<file path="src/hdl/trim_regs_pkg.sv">
/*
  Constants, field layouts and carrier types for the trim and swap-delay
  register bank. Assumes an AXI4-Lite master with 32-bit data and a fuse
  reader that presents factory values and a load-done strobe.
*/
package trim_regs_pkg;

  // ==========================================================
  // Register indices, byte address is four times the index
  // ==========================================================
  localparam logic [9:0] IDX_CORE_GAIN_TRIM   = 10'h07a;
  localparam logic [9:0] IDX_BANDGAP_TRIM     = 10'h07c;
  localparam logic [9:0] IDX_TERM_TRIM_CH0    = 10'h07e;
  localparam logic [9:0] IDX_TERM_TRIM_CH1    = 10'h07f;
  localparam logic [9:0] IDX_TERM_TRIM_CH2    = 10'h080;
  localparam logic [9:0] IDX_TERM_TRIM_CH3    = 10'h081;
  localparam logic [9:0] IDX_SWAP_OVERLAP     = 10'h09a;
  localparam logic [9:0] IDX_SWAP_CTRL        = 10'h0f0;

  // ==========================================================
  // Field layout and reset values
  // ==========================================================
  localparam int         BANDGAP_W            = 4;
  localparam int         DELAY_W              = 5;
  localparam int         NUM_CH               = 4;
  localparam logic [7:0] DELAY_RESET          = 8'h08;
  localparam logic [7:0] BANDGAP_MASK         = 8'h0f;
  localparam logic [7:0] DELAY_MASK           = 8'h1f;
  localparam int         CTRL_CAL_EN_BIT      = 0;
  localparam int         CTRL_BUSY_BIT        = 1;
  localparam int         CTRL_FUSE_DONE_BIT   = 2;

  // ==========================================================
  // Swap overlap timing, in converter clock cycles
  // ==========================================================
  localparam int         OVERLAP_BASE         = 4;
  localparam int         OVERLAP_SCALE        = 2;
  localparam int         OVL_CNT_W            = 7;

  // ==========================================================
  // AXI4-Lite answers
  // ==========================================================
  localparam logic [1:0] RESP_OKAY            = 2'h0;
  localparam logic [1:0] RESP_SLVERR          = 2'h2;

  typedef struct packed {
    logic [7:0]                 core_gain;
    logic [BANDGAP_W-1:0]       bandgap;
    logic [NUM_CH-1:0][7:0]     term;
    logic [DELAY_W-1:0]         overlap_delay;
  } trim_set_t;

endpackage

</file>
<file path="src/hdl/trim_swap_regs.sv">
/*
  Trim and swap-delay register bank behind an AXI4-Lite slave.
  Assumes fuse values are stable when fuse_valid pulses after reset, and
  that the converter clock rate arrives as a one-cycle enable.
*/
`timescale 1ns/1ps
`default_nettype none
module trim_swap_regs (
  // Clock and reset
  input  wire logic                ref_clk,
  input  wire logic                rst_n,
  // Factory fuse storage
  input  wire logic                fuse_valid,
  input  wire trim_regs_pkg::trim_set_t fuse_trims,
  // Swap sequencer
  input  wire logic                conv_clk_en,
  input  wire logic                swap_start,
  // Analog trim outputs
  output trim_regs_pkg::trim_set_t trims,
  output logic                     overlap_active,
  output logic                     cal_enable,
  // AXI4-Lite write address
  input  wire logic                s_axi_awvalid,
  output logic                     s_axi_awready,
  input  wire logic [11:0]         s_axi_awaddr,
  // AXI4-Lite write data
  input  wire logic                s_axi_wvalid,
  output logic                     s_axi_wready,
  input  wire logic [31:0]         s_axi_wdata,
  input  wire logic [3:0]          s_axi_wstrb,
  // AXI4-Lite write response
  output logic                     s_axi_bvalid,
  input  wire logic                s_axi_bready,
  output logic [1:0]               s_axi_bresp,
  // AXI4-Lite read address
  input  wire logic                s_axi_arvalid,
  output logic                     s_axi_arready,
  input  wire logic [11:0]         s_axi_araddr,
  // AXI4-Lite read data
  output logic                     s_axi_rvalid,
  input  wire logic                s_axi_rready,
  output logic [31:0]              s_axi_rdata,
  output logic [1:0]               s_axi_rresp
);

  // ==========================================================
  // Reset release
  // ==========================================================
  logic rst_meta_q;
  logic rst_sync_n;

  always_ff @(posedge ref_clk or negedge rst_n) begin
    if (!rst_n) begin
      rst_meta_q <= 1'b0;
      rst_sync_n <= 1'b0;
    end else begin
      rst_meta_q <= 1'b1;
      rst_sync_n <= rst_meta_q;
    end
  end

  // ==========================================================
  // Write channel capture
  // ==========================================================
  logic        aw_held_q;
  logic        w_held_q;
  logic [9:0]  aw_idx_q;
  logic        aw_ok_q;
  logic [7:0]  wdata_q;
  logic        wstrb0_q;
  logic        wr_fire;

  assign s_axi_awready = !aw_held_q && !s_axi_bvalid;
  assign s_axi_wready  = !w_held_q && !s_axi_bvalid;

  always_ff @(posedge ref_clk or negedge rst_sync_n) begin
    if (!rst_sync_n) begin
      aw_held_q <= 1'b0;
    end else if (s_axi_awvalid && s_axi_awready) begin
      aw_held_q <= 1'b1;
    end else if (wr_fire) begin
      aw_held_q <= 1'b0;
    end
  end

  always_ff @(posedge ref_clk or negedge rst_sync_n) begin
    if (!rst_sync_n) begin
      aw_idx_q <= '0;
      aw_ok_q  <= 1'b0;
    end else if (s_axi_awvalid && s_axi_awready) begin
      aw_idx_q <= s_axi_awaddr[11:2];
      aw_ok_q  <= (s_axi_awaddr[1:0] == 2'h0);
    end
  end

  always_ff @(posedge ref_clk or negedge rst_sync_n) begin
    if (!rst_sync_n) begin
      w_held_q <= 1'b0;
    end else if (s_axi_wvalid && s_axi_wready) begin
      w_held_q <= 1'b1;
    end else if (wr_fire) begin
      w_held_q <= 1'b0;
    end
  end

  always_ff @(posedge ref_clk or negedge rst_sync_n) begin
    if (!rst_sync_n) begin
      wdata_q  <= '0;
      wstrb0_q <= 1'b0;
    end else if (s_axi_wvalid && s_axi_wready) begin
      wdata_q  <= s_axi_wdata[7:0];
      wstrb0_q <= s_axi_wstrb[0];
    end
  end

  assign wr_fire = aw_held_q && w_held_q;

  // ==========================================================
  // Address decode
  // ==========================================================
  function automatic logic idx_mapped(input logic [9:0] idx);
    idx_mapped = (idx == trim_regs_pkg::IDX_CORE_GAIN_TRIM)
              || (idx == trim_regs_pkg::IDX_BANDGAP_TRIM)
              || (idx == trim_regs_pkg::IDX_TERM_TRIM_CH0)
              || (idx == trim_regs_pkg::IDX_TERM_TRIM_CH1)
              || (idx == trim_regs_pkg::IDX_TERM_TRIM_CH2)
              || (idx == trim_regs_pkg::IDX_TERM_TRIM_CH3)
              || (idx == trim_regs_pkg::IDX_SWAP_OVERLAP)
              || (idx == trim_regs_pkg::IDX_SWAP_CTRL);
  endfunction

  logic wr_ok;
  logic wr_en;

  assign wr_ok = aw_ok_q && idx_mapped(aw_idx_q);
  assign wr_en = wr_fire && wr_ok && wstrb0_q;

  // ==========================================================
  // Write select, one strobe per register
  // ==========================================================
  localparam logic [trim_regs_pkg::NUM_CH-1:0][9:0] TERM_IDX = {
    trim_regs_pkg::IDX_TERM_TRIM_CH3,
    trim_regs_pkg::IDX_TERM_TRIM_CH2,
    trim_regs_pkg::IDX_TERM_TRIM_CH1,
    trim_regs_pkg::IDX_TERM_TRIM_CH0
  };

  logic                                  fuse_done_q;
  logic                                  fuse_load;
  logic                                  sel_gain;
  logic                                  sel_bandgap;
  logic [trim_regs_pkg::NUM_CH-1:0]      sel_term;
  logic                                  sel_delay;
  logic                                  sel_ctrl;

  // Factory load wins over any early software write to a trim or overlap delay register
  assign fuse_load   = fuse_valid && !fuse_done_q;
  assign sel_gain    = wr_en && (aw_idx_q == trim_regs_pkg::IDX_CORE_GAIN_TRIM);
  assign sel_bandgap = wr_en && (aw_idx_q == trim_regs_pkg::IDX_BANDGAP_TRIM);
  assign sel_delay   = wr_en && (aw_idx_q == trim_regs_pkg::IDX_SWAP_OVERLAP);
  assign sel_ctrl    = wr_en && (aw_idx_q == trim_regs_pkg::IDX_SWAP_CTRL);

  always_ff @(posedge ref_clk or negedge rst_sync_n) begin
    if (!rst_sync_n) begin
      fuse_done_q <= 1'b0;
    end else if (fuse_load) begin
      fuse_done_q <= 1'b1;
    end
  end

  // ==========================================================
  // Trim storage
  // ==========================================================
  logic [7:0]                            gain_q;
  logic [7:0]                            bandgap_q;
  logic [trim_regs_pkg::NUM_CH-1:0][7:0] term_q;
  logic [7:0]                            delay_q;
  logic                                  cal_en_q;
  logic [4:0]                            delay_in_use;

  // Gain trim, one value for all cores
  always_ff @(posedge ref_clk or negedge rst_sync_n) begin
    if (!rst_sync_n) begin
      gain_q <= '0;
    end else if (fuse_load) begin
      gain_q <= fuse_trims.core_gain;
    end else if (sel_gain) begin
      gain_q <= wdata_q;
    end
  end

  always_ff @(posedge ref_clk or negedge rst_sync_n) begin
    if (!rst_sync_n) begin
      bandgap_q <= '0;
    end else if (fuse_load) begin
      bandgap_q <= {4'h0, fuse_trims.bandgap};
    end else if (sel_bandgap) begin
      bandgap_q <= wdata_q & trim_regs_pkg::BANDGAP_MASK;
    end
  end

  // Each channel trims only its own input
  for (genvar c = 0; c < trim_regs_pkg::NUM_CH; c++) begin : g_term
    assign sel_term[c] = wr_en && (aw_idx_q == TERM_IDX[c]);

    always_ff @(posedge ref_clk or negedge rst_sync_n) begin
      if (!rst_sync_n) begin
        term_q[c] <= '0;
      end else if (fuse_load) begin
        term_q[c] <= fuse_trims.term[c];
      end else if (sel_term[c]) begin
        term_q[c] <= wdata_q;
      end
    end
  end

  always_ff @(posedge ref_clk or negedge rst_sync_n) begin
    if (!rst_sync_n) begin
      delay_q <= trim_regs_pkg::DELAY_RESET;
    end else if (fuse_load) begin
      delay_q <= {3'h0, fuse_trims.overlap_delay};
    end else if (sel_delay) begin
      delay_q <= wdata_q & trim_regs_pkg::DELAY_MASK;
    end
  end

  always_ff @(posedge ref_clk or negedge rst_sync_n) begin
    if (!rst_sync_n) begin
      cal_en_q <= 1'b0;
    end else if (sel_ctrl) begin
      cal_en_q <= wdata_q[trim_regs_pkg::CTRL_CAL_EN_BIT];
    end
  end

  assign cal_enable = cal_en_q;

  // ==========================================================
  // Outputs to the analog trims
  // ==========================================================
  always_ff @(posedge ref_clk or negedge rst_sync_n) begin
    if (!rst_sync_n) begin
      trims <= '0;
    end else begin
      trims.core_gain     <= gain_q;
      trims.bandgap       <= bandgap_q[trim_regs_pkg::BANDGAP_W-1:0];
      trims.term          <= term_q;
      trims.overlap_delay <= delay_in_use;
    end
  end

  // ==========================================================
  // Swap overlap timer
  // ==========================================================
  swap_overlap_timer #(
    .DELAY_W (trim_regs_pkg::DELAY_W),
    .CNT_W   (trim_regs_pkg::OVL_CNT_W)
  ) u_overlap (
    .clk            (ref_clk),
    .rst_n          (rst_sync_n),
    .conv_clk_en    (conv_clk_en),
    .swap_start     (swap_start && cal_en_q),
    .delay          (delay_q[trim_regs_pkg::DELAY_W-1:0]),
    .overlap_active (overlap_active),
    .delay_in_use   (delay_in_use)
  );

  // ==========================================================
  // Write response
  // ==========================================================
  always_ff @(posedge ref_clk or negedge rst_sync_n) begin
    if (!rst_sync_n) begin
      s_axi_bvalid <= 1'b0;
    end else if (wr_fire) begin
      s_axi_bvalid <= 1'b1;
    end else if (s_axi_bready) begin
      s_axi_bvalid <= 1'b0;
    end
  end

  // Answer code fixed when the pair is complete
  always_ff @(posedge ref_clk or negedge rst_sync_n) begin
    if (!rst_sync_n) begin
      s_axi_bresp <= trim_regs_pkg::RESP_OKAY;
    end else if (wr_fire) begin
      s_axi_bresp <= wr_ok ? trim_regs_pkg::RESP_OKAY : trim_regs_pkg::RESP_SLVERR;
    end
  end

  // ==========================================================
  // Read path
  // ==========================================================
  logic [7:0] rd_byte;
  logic [7:0] ctrl_word;
  logic [9:0] ar_idx;
  logic       rd_ok;

  assign s_axi_arready = !s_axi_rvalid;
  assign ar_idx        = s_axi_araddr[11:2];
  assign rd_ok         = (s_axi_araddr[1:0] == 2'h0) && idx_mapped(ar_idx);

  // Status bits beside the calibration enable
  always_comb begin
    ctrl_word = 8'h00;
    ctrl_word[trim_regs_pkg::CTRL_CAL_EN_BIT]    = cal_en_q;
    ctrl_word[trim_regs_pkg::CTRL_BUSY_BIT]      = overlap_active;
    ctrl_word[trim_regs_pkg::CTRL_FUSE_DONE_BIT] = fuse_done_q;
  end

  always_comb begin
    rd_byte = 8'h00;
    unique case (ar_idx)
      trim_regs_pkg::IDX_CORE_GAIN_TRIM: rd_byte = gain_q;
      trim_regs_pkg::IDX_BANDGAP_TRIM:   rd_byte = bandgap_q;
      trim_regs_pkg::IDX_TERM_TRIM_CH0:  rd_byte = term_q[0];
      trim_regs_pkg::IDX_TERM_TRIM_CH1:  rd_byte = term_q[1];
      trim_regs_pkg::IDX_TERM_TRIM_CH2:  rd_byte = term_q[2];
      trim_regs_pkg::IDX_TERM_TRIM_CH3:  rd_byte = term_q[3];
      trim_regs_pkg::IDX_SWAP_OVERLAP:   rd_byte = delay_q;
      trim_regs_pkg::IDX_SWAP_CTRL:      rd_byte = ctrl_word;
      default: rd_byte = 8'h00;
    endcase
  end

  // Handshake state
  always_ff @(posedge ref_clk or negedge rst_sync_n) begin
    if (!rst_sync_n) begin
      s_axi_rvalid <= 1'b0;
    end else if (s_axi_arvalid && s_axi_arready) begin
      s_axi_rvalid <= 1'b1;
    end else if (s_axi_rready) begin
      s_axi_rvalid <= 1'b0;
    end
  end

  // Payload captured with the address
  always_ff @(posedge ref_clk or negedge rst_sync_n) begin
    if (!rst_sync_n) begin
      s_axi_rdata <= '0;
      s_axi_rresp <= trim_regs_pkg::RESP_OKAY;
    end else if (s_axi_arvalid && s_axi_arready) begin
      s_axi_rdata <= {24'h000000, rd_byte};
      s_axi_rresp <= rd_ok ? trim_regs_pkg::RESP_OKAY : trim_regs_pkg::RESP_SLVERR;
    end
  end

endmodule
`default_nettype wire

</file>
<file path="src/hdl/swap_overlap_timer.sv">
/*
  Overlap timer for one background core swap. Counts converter clock
  enables. Assumes swap_start is a one-cycle pulse in the register clock.
*/
`timescale 1ns/1ps
`default_nettype none
module swap_overlap_timer #(
  parameter int DELAY_W = 5,
  parameter int CNT_W   = 7
) (
  // Clock and reset
  input  wire logic               clk,
  input  wire logic               rst_n,
  // Swap control
  input  wire logic               conv_clk_en,
  input  wire logic               swap_start,
  input  wire logic [DELAY_W-1:0] delay,
  // Status
  output logic                    overlap_active,
  output logic [DELAY_W-1:0]      delay_in_use
);

  logic [CNT_W-1:0] remain_q;

  // Capture delay at swap start only
  always_ff @(posedge clk or negedge rst_n) begin
    if (!rst_n) begin
      delay_in_use <= '0;
    end else if (swap_start && !overlap_active) begin
      delay_in_use <= delay;
    end
  end

  // Count 4 + 2*delay converter cycles
  always_ff @(posedge clk or negedge rst_n) begin
    if (!rst_n) begin
      remain_q <= '0;
    end else if (swap_start && !overlap_active) begin
      remain_q <= CNT_W'(trim_regs_pkg::OVERLAP_BASE)
                + CNT_W'(trim_regs_pkg::OVERLAP_SCALE * int'(delay));
    end else if (conv_clk_en && remain_q != '0) begin
      remain_q <= remain_q - CNT_W'(1);
    end
  end

  assign overlap_active = (remain_q != '0);

endmodule
`default_nettype wire

</file>
<file path="config.mk">
export PLATFORM = sky130hd
export DESIGN_NAME = trim_swap_regs
export DESIGN_NICKNAME = d
export VERILOG_FILES = /design/src/hdl/trim_regs_pkg.sv /design/src/hdl/trim_swap_regs.sv /design/src/hdl/swap_overlap_timer.sv
export SDC_FILE = /design/constraint.sdc
export NUM_CORES = 1
export LEC_CHECK = 0
export ABC_CLOCK_PERIOD_IN_PS = 7600
export BUFFER_PORTS_ARGS = -buffer_cell sky130_fd_sc_hd__buf_4
export CAP_MARGIN = 10
export CORE_MARGIN = 8
export CORE_UTILIZATION = 55
export DETAILED_ROUTE_END_ITERATION = 16
export PLACE_DENSITY = 0.85
export SLEW_MARGIN = 10
export SYNTH_ARGS = -nofsm -noshare
export SYNTH_HDL_FRONTEND = slang
export SYNTH_SLANG_ARGS = --single-unit
</file>
<file path="constraint.sdc">
create_clock -name ref_clk -period 7.6 [get_ports ref_clk]
set_input_delay 0.76 -clock ref_clk [delete_from_list [all_inputs] [get_ports ref_clk]]
set_output_delay 0.76 -clock ref_clk [all_outputs]
set_load 0.01 [all_outputs]
</file>
After elaboration in Yosys (flattened, before gate mapping)
Cells that the tools add are included.
Widths: inputs -> output; s select.
{"block": "word_totals", "reg_bits": 157, "out_inout_bits": 92}
{"block": "op_classes", "n_addsub": 2, "n_eq_ne": 16, "mux": 26, "n_reduce_logical": 57}
{"cell": "$mux 8", "count": 14}
{"cell": "$eq 10x7->1 const B", "count": 8}
{"cell": "$eq 10x8->1 const B", "count": 8}
{"cell": "$pmux 8 s8", "count": 1}
{"cell": "$reduce_bool 2->1", "count": 12}
{"cell": "$logic_and 1x1->1", "count": 22}
{"cell": "$logic_or 1x1->1", "count": 14}
{"cell": "$mux 7", "count": 2}
{"cell": "$add 3x6->7 const A", "count": 1}
{"cell": "$mux 1", "count": 7}
{"cell": "$reduce_bool 7->1", "count": 1}
{"cell": "$sub 7x1->7 const B", "count": 1}
{"cell": "$logic_not 1->1", "count": 6}
{"cell": "$logic_not 2->1", "count": 2}
{"cell": "$mux 2", "count": 2}

Depth between registers and ports, before layout
{"block": "logic_depth", "word_depth": 14, "ltp_mapped": 8, "mapped_depth_nobuf": 6}

Modules after synthesis
From an unflattened synthesis, not the netlist that was laid out.
{"block": "unflattened", "cells_unflattened": 588, "hier_area_um2": 6419.9}
{"mod": "trim_swap_regs", "n_inst": 1, "cells_each": 516, "area_per_inst_um2": 5761.8, "seq_area_each_um2": 3404.5}
{"mod": "swap_overlap_timer", "n_inst": 1, "cells_each": 72, "area_per_inst_um2": 658.1, "seq_area_each_um2": 300.3}

Least setup slack after synthesis
OpenSTA, ideal clock, no wires.
{"block": "synth_timing", "path_type": "input-to-reg", "start": "input s_axi_araddr[7]", "end": "register s_axi_rdata[2]", "setup_ns": 0.094, "arrival_time_ns": 2.098, "t_required_ns": 7.506, "slack_ns": 5.408, "stages": 5, "n_path_buf": 1, "path_cell_list": "buf_2 or3b_2 a2111oi_0 nor4_1 a211oi_1"}
{"block": "synth_via", "elab_chain_len": 2}
{"item": "start, declared", "line_no": "trim_swap_regs.sv:38", "text": "input wire logic [11:0] s_axi_araddr,"}
{"item": "$eq 10x8->1 / $eq 10x7->1 (equally long branches)", "line_no": "trim_swap_regs.sv:311", "text": "unique case (ar_idx)"}
{"item": "$pmux 8 s8 *", "line_no": "trim_swap_regs.sv:311"}
{"item": "end signal, assigned", "line_no": "trim_swap_regs.sv:341", "text": "s_axi_rdata <= {24'h000000, rd_byte};"}
{"item": "end, declared", "line_no": "trim_swap_regs.sv:42", "text": "output logic [31:0] s_axi_rdata,"}
Mark *: on every way between the ends. The rest lies on a longest branch, timed or not.
A chain may end at the register's enable or synchronous reset.

Final worst setup path
{"block": "layout_timing", "start": "register u_overlap.remain_q[0]", "end": "output overlap_active"}
{"block": "layout_via", "elab_chain_len": 1}
{"item": "start, declared", "line_no": "swap_overlap_timer.sv:23", "text": "logic [CNT_W-1:0] remain_q;"}
{"item": "start signal, assigned", "line_no": "swap_overlap_timer.sv:39", "text": "remain_q <= CNT_W'(trim_regs_pkg::OVERLAP_BASE)"}
{"item": "start signal, assigned", "line_no": "swap_overlap_timer.sv:42", "text": "remain_q <= remain_q - CNT_W'(1);"}
{"item": "$reduce_bool 7->1", "line_no": "swap_overlap_timer.sv:46", "text": "assign overlap_active = (remain_q != '0);"}
{"item": "end, declared", "line_no": "trim_swap_regs.sv:20", "text": "output logic overlap_active,"}
Every way passes these cells.

==> results.py <==
metrics = {
    "grt": {
        "track_usage_pct": 25.1,
        "grt_pass1_wl_mm": 31.8,
        "grt_pass1_vias": 5973,
        "overflow": 0,
        "grt_max_degree": 99,
        "grt_antenna_before_repair": 0,
    },
    "sta": {
        "fin_crit_sh_pct": 38.0,
        "fmaxAchievable_ghz": 0.346,
        "grt_setup_unrepaired": "no",
        "period_needed_ns": 2.89,
        "finalHoldViolCount": 0,
        "slew_headroom_pct": 20.5,
        "worst_hold_slack_ns": 0.0999,
        "slew_viol_final": 0,
        "finalSetupViolCount": 0,
        "worstMarginPinSlew_ns": 1.19,
        "finClkSkew_ns": 0.00669,
        "fin_tns_setup_ns": 0,
    },
    "yosys": {
        "synth_cells": 653,
        "syn_area_mm2": 0.00667,
        "ys_warn_count": 0,
        "yosys.area.top_type": "dfrtp_1",
        "synth_area_leaders": "dfrtp_1 (55%), a31oi_1 (4.8%), nand3_1 (4.1%)",
        "ys_seq_elements": 148,
        "synth.avg_cell_area_um2": 10.2,
        "synth_top_area_share_pct": 55.2,
        "yosysUniqueCellTypes": 62,
        "synthArstFlopShare_pct": 100,
        "synth-seq-area-share_pct": 55.6,
        "ys.flop_type": "dfrtp_1",
        "synth-edff-count": 0,
    },
    "clock_tree": {
        "cts_tree": "built",
        "cts.sinks": 148,
        "post_cts_resized": 0,
        "numCtsBuffers": 17,
        "cts_setup_buffers": 0,
        "path_clk_slew_ns": 0.06,
        "insertion_delay_ns": 0.43,
        "postCtsHoldBufs": 0,
        "clock_path_buffers": 2,
        "htree_levels": 4,
        "clockRootBuffer": "clkbuf_16",
    },
    "detailed_routing": {
        "drt_wl_total_mm": 19.5,
        "antenna_left": 0,
        "wl_per_cell_um": 20.6,
        "drc": 0,
        "first_iter_violations": 734,
        "first_pass_iters": 5,
        "routed_via_density": 6.05,
        "vias": 5739,
    },
    "final_layout": {
        "syn_to_final_growth_pct": 25.0,
        "drive_above_1_share_pct": 29.1,
        "layout.cells.non_filler": 948,
        "fin_nets": 909,
        "fin_area_mm2": 0.00834,
        "n_antenna_cell": 0,
    },
    "place": {
        "dp_hpwl_mm": 14.0,
        "dp.cells": 916,
        "dpl_cell_area_mm2": 0.00777,
        "gp_congestion": 0.862,
        "io_buffers": 157,
    },
    "pwr": {
        "power_density_mw_per_mm2": 289,
        "irDropWorstVdd_mv": 0.134,
        "power.leakage_nw": 3.60,
    },
    "critical_path": {
        "worst_path_max_delay_cell": "or4b_4",
        "crit_path_start_kind": "flip-flop",
        "cp_data_required_time_ns": 6.84,
        "crit_chain": "inv_1, ha_1, or4b_4, or2_1, buf_4",
        "worstPathArrival_ns": 2.13,
        "endpoint_kind": "primary output",
        "cp_max_fo": 5,
        "rr_worst_depth": 4,
        "crit_type": "flip-flop to primary output",
        "critPathMaxStageDelay_ns": 0.50,
    },
    "run_status": {
        "status": "finished clean",
    },
    "floorplan": {
        "die_area_mm2": 0.0159,
        "core_mm2": 0.0119,
        "rows": 40,
        "floorplan.initialDensity_pct": 56.0,
        "die_x_um": 126,
        "die_h_um": 126,
        "pin_count": 211,
    },
    "job": {
        "drv_cap": 0,
    },
    "worst_hold_path": {
        "hold_path.class": "input port to asynchronous set/reset pin",
    },
}
## cell usage in the layout (no fill, tap or decap), drive strengths merged, types with 4 or more instances in the layout
| master | netlist | layout |
|---|---|---|
| a211oi | 6 | 6 |
| mux2 | 24 | 24 |
| inv | 11 | 16 |
| or3 | 4 | 4 |
| nand2b | 6 | 6 |
| nor3 | 7 | 7 |
| dfrtp | 147 | 147 |
| a31oi | 51 | 51 |
| clkinvlp | 0 | 5 |
| or4b | 8 | 8 |
| o31ai | 5 | 5 |
| nor2 | 69 | 69 |
| nor4 | 9 | 9 |
| and3 | 4 | 4 |
| o21ai | 55 | 55 |
| nand3 | 54 | 54 |
| clkbuf | 34 | 20 |
| a21oi | 15 | 15 |
| mux2i | 5 | 5 |
| a22oi | 5 | 5 |
| or2 | 5 | 5 |
| nor3b | 4 | 4 |
| nand2 | 40 | 40 |
| a22o | 5 | 5 |
| buf | 34 | 159 |
| conb | 2 | 27 |
## flip-flops by register name, indices dropped and copies added (netlist names), 5 cells and up
name	count
trims	49
delay_q	5
wdata_q	8
gain_q	8
aw_idx_q	10
u_overlap.delay_in_use	5
term_q	32
u_overlap.remain_q	7
s_axi_rdata	8
## where the power goes
part	internal (mW)	switching, mW
sequential	0.933	0.198
combinational	0.231	0.239
clock	0.464	0.340
## layout make-up
cell class                      instances  area, µm²
Sequential cell                       148       3710
Clock inverter                         12        120
Inverter                               11       41.3
Multi-Input combinational cell        451       2640
Timing Repair Buffer                  159       1190
Tap cell                              147        184
Clock buffer                           20        447
Fill cell                             892       3580
## metal layers
layer  vias to the layer above  global-route usage [%]  part of all wire, %
li1                       2586                       -                    -
met1                      2740                    31.0                   39
met2                       353                    39.5                   47
met3                        60                    7.85                  9.5
met4                         0                    12.1                  4.0
met5                         -                       0                    0
## per-stage QoR
step                      utilization [%]  total power, mW  setup slack [ns]
after floorplan                         -             1.36              3.17
after global placement               65.2             1.57              5.10
after detailed placement             65.2             1.60              5.09
after CTS                            70.0             2.40              4.71
after global routing                 70.0             2.51              4.65
final                                70.0             2.40              4.71
## kinds of logic after synthesis
kind of cell / synth area share [%]
mux: 4.80
xor+xnor: 0.394
simple gates: 17.9
compound gates: 14.6
flops: 55.6
fa+ha+maj: 0.375
buf+inv: 6.27
other cells: 0.113
## worst max-delay path, delay by kind of cell, from the launching register on
family | cells | cell delay [ns]
and+or+nand+nor | 2 | 0.83
DFF | 1 | 0.42
buffers and inverters | 2 | 0.25
adders and majority gates | 1 | 0.19
## final timing paths
| kind | startpoint | endpoint | slack, ns |
|---|---|---|---|
| max | u_overlap.remain_q[0] | overlap_active | 4.71 |
| min | rst_n | rst_sync_n | 0.1 |
| max reg2reg | w_held_q | bandgap_q[1] | 5.19 |
| min reg2reg | rst_meta_q | rst_sync_n | 0.36 |
| max in group asynchronous | rst_sync_n | s_axi_rdata[0] | 5.64 |
| min in group ref_clk | rst_meta_q | rst_sync_n | 0.36 |
## cells in the mapped netlist (3+ instances only)
cell	number
a22oi_1	5
nand2_1	40
a22o_1	5
o21ai_0	54
clkbuf_1	34
inv_1	11
or2_2	4
mux2i_1	5
buf_2	4
a2111oi_0	3
nor3b_1	4
a21oi_1	15
nor4_1	9
a211oi_1	6
mux2_2	24
nand3_1	54
dfrtp_1	147
a31oi_1	51
nand2b_1	6
nand4_1	3
nor3_1	6
and3_1	4
nor2_1	69
nand4b_1	3
or3_1	4
buf_4	26
o31ai_1	5
or4b_2	6
nand3b_1	3
(Power assumes the default switching activity.)
